--- src/pkg/flash_param_check_map.vh ---
// constants for the flash parameter checker: result byte fields, key value,
// block range and the default flash address window.
// assumes only that the includer is plain verilog-2005.
`ifndef FLASH_PARAM_CHECK_MAP_VH
`define FLASH_PARAM_CHECK_MAP_VH

// result byte field positions, shared by program and erase results
`define RES_UNUSED7_BIT 7
`define RES_MODE_ERR_BIT 6
`define RES_EXEC_ERR_BIT 5
`define RES_KEY_ERR_BIT 4
`define RES_BLOCK_ERR_BIT 3
`define RES_SRC_ERR_BIT 2
`define RES_DST_ERR_BIT 1
`define RES_SUCCESS_FAIL_BIT 0
`define RES_RESET 8'h00

// bits that each result kind defines; every other bit always reads 0
`define RES_PROG_USED 8'h77
`define RES_ERASE_USED 8'h79

// erase block parameter layout
`define BLOCK_FIELD_MSB 9
`define BLOCK_PAD_LSB 10
`define BLOCK_FIRST 10'h000
`define BLOCK_LAST 10'h017

// key that unlocks programming and erasure
`define FLASH_KEY_OK 8'h5a

// destination must sit on a 128-byte boundary
`define ALIGN_LOW_A 8'h00
`define ALIGN_LOW_B 8'h80

// flash address window, plain defaults
`define FLASH_BASE 32'h0000_0000
`define FLASH_LIMIT 32'h0007_ffff

// state codes
`define ST_IDLE 2'h0
`define ST_CHECK 2'h1
`define ST_LAUNCH 2'h2
`define ST_WAIT 2'h3

`endif

--- src/rtl/flash_param_check_result.v ---
// parameter checker and result reporter for flash programming and erasure.
// assumes the cpu hands parameters in on plain ports, all synchronous to
// i_core_clk, and that an external cell engine does the real cell work.
//
// Functional notes
// - a source start address inside flash sets program result bit 2, else it is 0.
// - a destination start address outside flash sets program result bit 1.
// - a destination whose low byte is neither 00 nor 80 hex also sets program result bit 1.
// - program result bit 0 is 0 for a clean finish and 1 for an abnormal one.
// - a block number outside the valid range flags a block selection error.
// - erase result bit 7 always reads 0.
// - erase result bit 6 is 1 when the write enable pin is low or the protect latch is set.
// - erase result bit 4 is 1 when the key register is not 5a hex.
// - erase result bit 3 is 1 when the block number is outside the user area.
// - erase result bit 0 is 0 for a normal end and 1 when an error occurred.
`timescale 1ns/100ps
`include "flash_param_check_map.vh"
module flash_param_check_result (
    // clock and reset
    input wire i_core_clk,
    input wire i_rst,
    // requests from the cpu
    input wire i_prog_start,
    input wire i_erase_start,
    input wire [31:0] i_src_addr,
    input wire [31:0] i_dst_addr,
    input wire [31:0] i_erase_block_param,
    input wire [7:0] i_flash_key_reg,
    // protection state
    input wire i_write_enable_pin,
    input wire i_protect_error_latch,
    // cell engine
    output wire o_cell_prog_start,
    output wire o_cell_erase_start,
    output wire [31:0] o_cell_src_addr,
    output wire [31:0] o_cell_dst_addr,
    output wire [9:0] o_cell_block,
    input wire i_cell_done,
    input wire i_cell_err,
    // results
    output wire [7:0] o_program_result_byte,
    output wire [7:0] o_erase_result_byte,
    output wire o_busy,
    output wire o_done
);
    reg [1:0] state_q;
    reg [1:0] state_d;
    reg is_erase_q;
    reg [31:0] src_q;
    reg [31:0] dst_q;
    reg [31:0] block_param_q;
    reg [7:0] key_q;
    reg mode_err_q;
    reg [7:0] prog_res_q;
    reg [7:0] erase_res_q;
    reg done_q;
    wire src_in_flash;
    wire dst_in_flash;
    wire src_err;
    wire dst_err;
    wire key_err;
    wire block_err;
    wire any_err;
    wire [7:0] prog_chk;
    wire [7:0] erase_chk;
    wire take;
    wire finish;
    wire [7:0] cell_res;
    wire [7:0] fail_res;
    wire [7:0] used_mask;
    wire [7:0] next_res;
    genvar bit_idx;

    flash_area_check #(
        .BASE(`FLASH_BASE),
        .LIMIT(`FLASH_LIMIT)
    ) u_src_chk (
        .i_addr(src_q),
        .o_in_flash(src_in_flash)
    );

    flash_area_check #(
        .BASE(`FLASH_BASE),
        .LIMIT(`FLASH_LIMIT)
    ) u_dst_chk (
        .i_addr(dst_q),
        .o_in_flash(dst_in_flash)
    );

    assign take = (state_q == `ST_IDLE) && (i_prog_start || i_erase_start);

    assign src_err = src_in_flash;
    assign dst_err = !dst_in_flash ||
        ((dst_q[7:0] != `ALIGN_LOW_A) && (dst_q[7:0] != `ALIGN_LOW_B));
    assign key_err = (key_q != `FLASH_KEY_OK);
    // padding bits set also count as a bad selection, so any value with a bit set above bit 9 is refused
    assign block_err = (block_param_q[31:`BLOCK_PAD_LSB] != 22'h000000) ||
        (block_param_q[`BLOCK_FIELD_MSB:0] > `BLOCK_LAST);

    // check-stage result bytes; bit 0 and bit 5 are filled in later
    assign prog_chk = {1'b0, mode_err_q, 1'b0, key_err, 1'b0, src_err, dst_err, 1'b0};
    assign erase_chk = {1'b0, mode_err_q, 1'b0, key_err, block_err, 2'b00, 1'b0};
    assign any_err = is_erase_q ? (erase_chk != 8'h00) : (prog_chk != 8'h00);

    // a result is written either by a failed check or by the cell engine's answer, never both
    assign finish = ((state_q == `ST_CHECK) && any_err) ||
        ((state_q == `ST_WAIT) && i_cell_done);
    assign fail_res = (is_erase_q ? erase_chk : prog_chk) | 8'h01;
    assign cell_res = {2'b00, i_cell_err, 4'h0, i_cell_err};
    assign used_mask = is_erase_q ? `RES_ERASE_USED : `RES_PROG_USED;

    // unused bits are masked per bit, so a check of the other kind can never leak into a byte
    generate
        for (bit_idx = 0; bit_idx < 8; bit_idx = bit_idx + 1) begin : g_res_bit
            assign next_res[bit_idx] = used_mask[bit_idx] &&
                ((state_q == `ST_CHECK) ? fail_res[bit_idx] : cell_res[bit_idx]);
        end
    endgenerate

    always @* begin
        state_d = state_q;
        case (state_q)
            `ST_IDLE: begin
                if (i_prog_start || i_erase_start) begin
                    state_d = `ST_CHECK;
                end
            end
            `ST_CHECK: begin
                if (any_err) begin
                    state_d = `ST_IDLE;
                end else begin
                    state_d = `ST_LAUNCH;
                end
            end
            `ST_LAUNCH: begin
                state_d = `ST_WAIT;
            end
            `ST_WAIT: begin
                if (i_cell_done) begin
                    state_d = `ST_IDLE;
                end
            end
            default: begin
                state_d = `ST_IDLE;
            end
        endcase
    end

    // state and the one-cycle completion strobe
    always @(posedge i_core_clk or posedge i_rst) begin
        if (i_rst) begin
            state_q <= `ST_IDLE;
            done_q <= 1'b0;
        end else begin
            state_q <= state_d;
            done_q <= finish;
        end
    end

    // parameters are frozen at take, so the cpu may reuse its registers while a check runs
    always @(posedge i_core_clk or posedge i_rst) begin
        if (i_rst) begin
            is_erase_q <= 1'b0;
            src_q <= 32'h0000_0000;
            dst_q <= 32'h0000_0000;
            block_param_q <= 32'h0000_0000;
            key_q <= 8'h00;
            mode_err_q <= 1'b0;
        end else if (take) begin
            // program wins if both starts arrive together
            is_erase_q <= !i_prog_start;
            src_q <= i_src_addr;
            dst_q <= i_dst_addr;
            block_param_q <= i_erase_block_param;
            key_q <= i_flash_key_reg;
            mode_err_q <= !i_write_enable_pin || i_protect_error_latch;
        end
    end

    // each result byte only moves when an operation of its own kind finishes
    always @(posedge i_core_clk or posedge i_rst) begin
        if (i_rst) begin
            prog_res_q <= `RES_RESET;
            erase_res_q <= `RES_RESET;
        end else if (finish) begin
            if (is_erase_q) begin
                erase_res_q <= next_res;
            end else begin
                prog_res_q <= next_res;
            end
        end
    end

    // cell engine only sees a start after a clean check
    assign o_cell_prog_start = (state_q == `ST_LAUNCH) && !is_erase_q;
    assign o_cell_erase_start = (state_q == `ST_LAUNCH) && is_erase_q;
    assign o_cell_src_addr = src_q;
    assign o_cell_dst_addr = dst_q;
    assign o_cell_block = block_param_q[`BLOCK_FIELD_MSB:0];
    assign o_program_result_byte = prog_res_q;
    assign o_erase_result_byte = erase_res_q;
    assign o_busy = (state_q != `ST_IDLE);
    assign o_done = done_q;
endmodule // flash_param_check_result

--- src/rtl/flash_area_check.v ---
// address window compare: tells whether an address lies inside flash.
// assumes base and limit are inclusive and base is not above limit.
`timescale 1ns/100ps
module flash_area_check #(
    parameter [31:0] BASE = 32'h0000_0000,
    parameter [31:0] LIMIT = 32'h0007_ffff
) (
    // address under test
    input wire [31:0] i_addr,
    // result
    output wire o_in_flash
);
    assign o_in_flash = (i_addr >= BASE) && (i_addr <= LIMIT);
endmodule // flash_area_check

--- config.mk ---
export PLATFORM = sky130hd
export DESIGN_NAME = flash_param_check_result
export DESIGN_NICKNAME = d
export VERILOG_FILES = /design/src/rtl/flash_param_check_result.v /design/src/rtl/flash_area_check.v
export VERILOG_INCLUDE_DIRS = /design/src /design/src/pkg
export SDC_FILE = /design/constraint.sdc
export NUM_CORES = 1
export LEC_CHECK = 0
export BUFFER_PORTS_ARGS = -buffer_cell sky130_fd_sc_hd__buf_2
export CAP_MARGIN = 5
export CORE_ASPECT_RATIO = 1.25
export CORE_UTILIZATION = 45
export CTS_CLUSTER_SIZE = 8
export DETAILED_ROUTE_END_ITERATION = 8
export PLACE_DENSITY = 0.76
export SLEW_MARGIN = 20
export SYNTH_ARGS = -nofsm -noshare
export SYNTH_HDL_FRONTEND = slang
export SYNTH_HIERARCHICAL = 1
export SYNTH_SLANG_ARGS = --single-unit
--- constraint.sdc ---
create_clock -name i_core_clk -period 7 [get_ports i_core_clk]
set_input_delay 0.7 -clock i_core_clk [delete_from_list [all_inputs] [get_ports i_core_clk]]
set_output_delay 0.7 -clock i_core_clk [all_outputs]
set_load 0.05 [all_outputs]
# Yosys cells after proc, flatten, opt, wreduce, memory -nomap -nowiden
# Index checks and enable logic that the tools add are counted.
# totals
input_bits	112
reg_bits	125
# classes
n_lt_le_gt_ge	5
reduce_logical	34
bitwise	1
eq_ne	7
mux	14
# op_table
cell	n
$ge A32 B1 Y1 const B	2
$le A32 B19 Y1 const B	2
$reduce_bool A8 Y1	3
$reduce_bool A22 Y1	1
$logic_and A1 B1 Y1	12
$gt A10 B5 Y1 const B	1
$mux W1	8
$mux W4	2
$ne A8 B7 Y1 const B	1
$ne A8 B8 Y1 const B	1
$pmux W2 S4	1
$mux W2	3
$reduce_and A2 Y1	3
$logic_or A1 B1 Y1	5
$eq A2 B2 Y1 const B	2
$logic_not A1 Y1	4
$logic_and A1 B1 Y1 const A	3
$eq A2 B1 Y1 const B	1
$logic_not A2 Y1	1
$ne A2 B1 Y1 const B	1
$ne A2 B2 Y1 const B	1
$reduce_bool A2 Y1	1
$logic_and A1 B1 Y1 const AB	1
$not A1 Y1	1

# Depth between registers and ports, before layout
# depth
depth_word	9
mapped_depth	6
depth_no_buf	6

# Cells and area by module
# Netlist, hierarchy kept.
# modules_own_cells
mod	n_inst	area_each_um2	cells_each
flash_param_check_result	1	4911.0	324
flash_area_check	2	30.0	5

# Worst setup path before layout
# No wires, ideal clock.
# synth_timing
path_type	register to output
start	register is_erase_q
end	output port o_cell_erase_start
path_slack_ns	4.574
path_buffers	1
t_required_ns	6.300
path_stages_with_launch	4
arrival_time_ns	1.726
cell_sequence	dfrtp_1 > clkbuf_1 > inv_1 > nor3_1
# synth_via
elab_chain_cells	1
# synth_lines
item	line_no	source
from (decl)	flash_param_check_result.v:48	reg is_erase_q;
from (signal assigned)	flash_param_check_result.v:171	is_erase_q <= !i_prog_start;
$logic_and A1 B1 Y1	flash_param_check_result.v:196	assign o_cell_erase_start = (state_q == `ST_LAUNCH) && is_erase_q;
to (decl)	flash_param_check_result.v:34	output wire o_cell_erase_start,
# Every way passes these cells.

# Worst setup path in the final report
# layout_timing
start	register state_q[0]
end	register dst_q[28] (netlist: o_cell_dst_addr[28])
# layout_via
elab_chain_cells	2
# layout_lines
item	line_no	source
from (decl)	flash_param_check_result.v:46	reg [1:0] state_q;
from (signal assigned)	flash_param_check_result.v:152	state_q <= `ST_IDLE;
from (signal assigned)	flash_param_check_result.v:155	state_q <= state_d;
$logic_not A2 Y1	-	
$logic_and A1 B1 Y1	flash_param_check_result.v:90	assign take = (state_q == `ST_IDLE) && (i_prog_start || i_erase_start);
to (signal assigned)	flash_param_check_result.v:173	dst_q <= i_dst_addr;
to (decl)	flash_param_check_result.v:50	reg [31:0] dst_q;
# Every way passes these cells.
# A chain may end at the register's enable or synchronous reset.

==> results.sh <==
export IMPL_leakage_nw=3.17
export IMPL_viasPerCell=5.11
export IMPL_wl_um=11200
export IMPL_whs_ns=0.355
export IMPL_hold_class="input port to asynchronous set/reset pin"
export IMPL_maxSlewHeadroom_pct=51.4
export IMPL_syn_area_per_cell_um2=14.9
export IMPL_pwr_share_seq_pct=34.7
export IMPL_rr_worst_depth=4
export IMPL_status="finished clean"
export IMPL_cts_tree="built"
export IMPL_worstSetupPathType="flip-flop to flip-flop"
export IMPL_yosys_warnings=6
export IMPL_path_clk_slew_ns=0.06
export IMPL_worstSetupEndpoint="o_cell_dst_addr[28]$_DFFE_PP0P_"
export IMPL_fmax_mhz=391
export IMPL_firstDrtPassIters=4
export IMPL_tns_ns=0
export IMPL_place_gp_congestion=0.853
export IMPL_clk_latency_ns=0.39
export IMPL_path_max_fanout=58
export IMPL_cpMaxStageDelayCell="buf_4"
export IMPL_antenna_found_initial=0
export IMPL_post_cts_resized=0
export IMPL_pwr_share_comb_pct=34.8
export IMPL_worst_endpoint_required_ns=7.28
export IMPL_dieWidth_um=96.0
export IMPL_htree_levels=4
export IMPL_finalClockSkew_ns=0.00602
export IMPL_post_route_period_util_pct=36.5
export IMPL_grt_max_degree=78
export IMPL_ant_nets=0
export IMPL_path_cells="nor3_4 -> buf_4 -> buf_4 -> mux2_2"
export IMPL_synth_yosys_seq_area_share_pct=61.9
export IMPL_area_delta_synth_final_pct=34.1
export IMPL_worst_pin_slew_ns=0.729
export IMPL_postLayoutCoreUtil_pct=62.5
export IMPL_clock_path_buffers=2
export IMPL_yosys_most_used_dff="dfrtp_1"
export IMPL_synthDistinctLibCells=34
export IMPL_grt_total_usage_pct=20.4
export IMPL_crit_top_cell="buf_4"
export IMPL_nets=648
export IMPL_max_cap_viol_count=0
export IMPL_drc=0
export IMPL_finalCriticalPeriod_ns=2.56
export IMPL_die_height_um=120
export IMPL_cp_slowest_stage_delay_ns=0.68
export IMPL_dieArea_mm2=0.0115
export IMPL_r2r_slack_ns=4.44
export IMPL_dpl_hpwl_um=8250
export IMPL_switching_share_pct=38.4
export IMPL_vias=3477
export IMPL_grt_ovfl_total=0
export IMPL_cp_arrival_ns=2.83
export IMPL_synth_seq_cells=123
export IMPL_diodes=0
export IMPL_syn_instance_count=334
export IMPL_rows=42
export IMPL_hold_violations=0
export IMPL_p_clk_share_pct=30.4
export IMPL_startpoint="state_q[0]$_DFFE_PP0P_"
export IMPL_ios=206
export IMPL_rsz0062_at_grt="no"
export IMPL_cts_buffers=17
export IMPL_slew_viol_final=0
export IMPL_root_buffer="clkbuf_16"
export IMPL_postCtsSetupRepairBufs=0
export IMPL_drtIter0Drc=129
export IMPL_synth_edf_count=0
export IMPL_end_kind="flip-flop"
export IMPL_synth_top_area_share_pct=61.9
export IMPL_ys_async_sr_fraction_pct=100
export IMPL_r2r_end="o_cell_dst_addr[28]$_DFFE_PP0P_"
export IMPL_grt_pass1_wl_um=17500
export IMPL_reg2reg_from="state_q[0]$_DFFE_PP0P_"
export IMPL_ir_drop_mv=0.251
export IMPL_pwr_density_cell_mw_per_mm2=442
export IMPL_holdBufCountCts=0
export IMPL_layout_drive_gt1_share_pct=65.6
export IMPL_synthTopCellsByArea="dfrtp_1, mux2_2, buf_4"
export IMPL_syn_area_mm2=0.00497
export IMPL_clock_sinks=123
export IMPL_internal_power_mw=1.82
export IMPL_grt_pass1_vias=3520
export IMPL_power_switching_mw=1.13
export IMPL_routedWlPerCell_um=16.4
export IMPL_io_buffers=203
export IMPL_yosysTopAreaCell="dfrtp_1"
export IMPL_setup_violations=0
export IMPL_crit_path_start_kind="flip-flop"
export IMPL_coreArea_mm2=0.0107
export IMPL_start_util_pct=46.6
[cell usage after synthesis, types with 2 or more instances]
library cell and n:
inv_1 5, buf_2 8, nor2b_1 2, nand4_1 2
nand2_1 6, nor2_1 9, buf_4 16, nor4_1 13
and2_1 2, nand2b_1 2, dfrtp_1 123, nor3_1 7
and2_2 2, a21oi_1 4, mux2_2 110, and4_1 2
a22o_1 2, a22o_2 2, and4bb_2 2
[power by group through the flow]
| stage | clock, mW | combinational [mW] | sequential, mW |
|---|---|---|---|
| final | 0.898 | 1.03 | 1.02 |
| after global routing | 0.950 | 1.07 | 1.05 |
| after CTS | 0.915 | 1.03 | 1.03 |
| after detailed placement | 0 | 1.03 | 1.04 |
| after global placement | 0 | 1.01 | 1.02 |
| after floorplan | 0 | 0.375 | 1.46 |
[per-stage QoR]
step,total power [mW],std cells,area (um^2),worst slack [ns]
after floorplan,1.83,335,4970,3.03
after global placement,2.04,648,6020,4.29
after detailed placement,2.07,648,6020,4.24
after CTS,2.97,680,6640,4.44
after global routing,3.07,681,6670,4.28
final,2.95,681,6670,4.44
[layout by cell type (no fill, tap or decap), drive strengths merged]
cell type / instances
buf: 207
a22oi: 1
nand4: 2
conb: 2
or2: 1
nor3: 8
nor2: 9
and4bb: 2
and3: 1
nand3: 1
clkinvlp: 2
a21oi: 4
o2bb2ai: 1
a31oi: 1
nor4: 13
o31ai: 1
clkbuf: 19
nand2: 6
dfrtp: 123
a22o: 4
nor4b: 1
a311o: 1
nor2b: 2
inv: 5
bufinv: 4
nand3b: 1
o2111ai: 1
and4: 2
o31a: 1
and2: 4
nand2b: 2
mux2: 110
clkinv: 7
[area by class of cell]
cell class	instances	area, um^2
Clock inverter	13	174
Tap cell	132	165
Multi-Input combinational cell	182	1720
Fill cell	848	4000
Timing Repair Buffer	207	1070
Inverter	5	21.3
Clock buffer	19	443
Sequential cell	123	3080
[sequential cells by signal, summed over array words and instances (netlist names), named ones only]
name	cells
o_cell_src_addr	32
is_erase_q	1
state_q	1
mode_err_q	1
o_program_result_byte	7
block_param_q	32
o_erase_result_byte	7
o_cell_dst_addr	32
key_q	8
o_done	1
[worst min path at each step]
stage	depth (start not counted)	start	slack [ns]	endpoint
2_1_floorplan	1	key_q[3]$_DFFE_PP0P_	0.47	key_q[3]$_DFFE_PP0P_
3_3_place_gp	1	o_program_result_byte[3]$_DFFE_PP0P_	0.46	o_program_result_byte[3]$_DFFE_PP0P_
3_5_place_dp	1	o_program_result_byte[3]$_DFFE_PP0P_	0.48	o_program_result_byte[3]$_DFFE_PP0P_
4_1_cts	2	i_rst	0.37	o_cell_src_addr[18]$_DFFE_PP0P_
5_1_grt	2	i_rst	0.40	o_cell_src_addr[18]$_DFFE_PP0P_
6_report	2	i_rst	0.35	o_cell_src_addr[18]$_DFFE_PP0P_
[critical path: cells and delay by family, from the launching register on]
family,cells,cell delay (ns)
buffers and inverters,2,1.18
flip-flops,1,0.54
multiplexers,1,0.41
AND/OR/NAND/NOR,1,0.23
[routing by layer]
metal / track usage (%) / vias up / wire [um]
met4: 8.77 / 0 / 225
met2: 33.2 / 110 / 5870
li1: - / 1600 / -
met5: 0 / - / 0
met3: 5.64 / 17 / 577
met1: 25.2 / 1750 / 4520
[logic make-up (layout without fill, tap and decap cells)]
family	count (synthesis)	count (layout)	share of synthesized area (%)
flip-flops	123	123	61.9
multiplexers	110	110	24.9
AND/OR/NAND/NOR	55	55	6.75
buffers and inverters	30	244	3.67
AO/OA/AOI/OAI	15	15	2.67
other	1	2	0.0754
No activity file was read; power rests on OpenSTA's default activity.
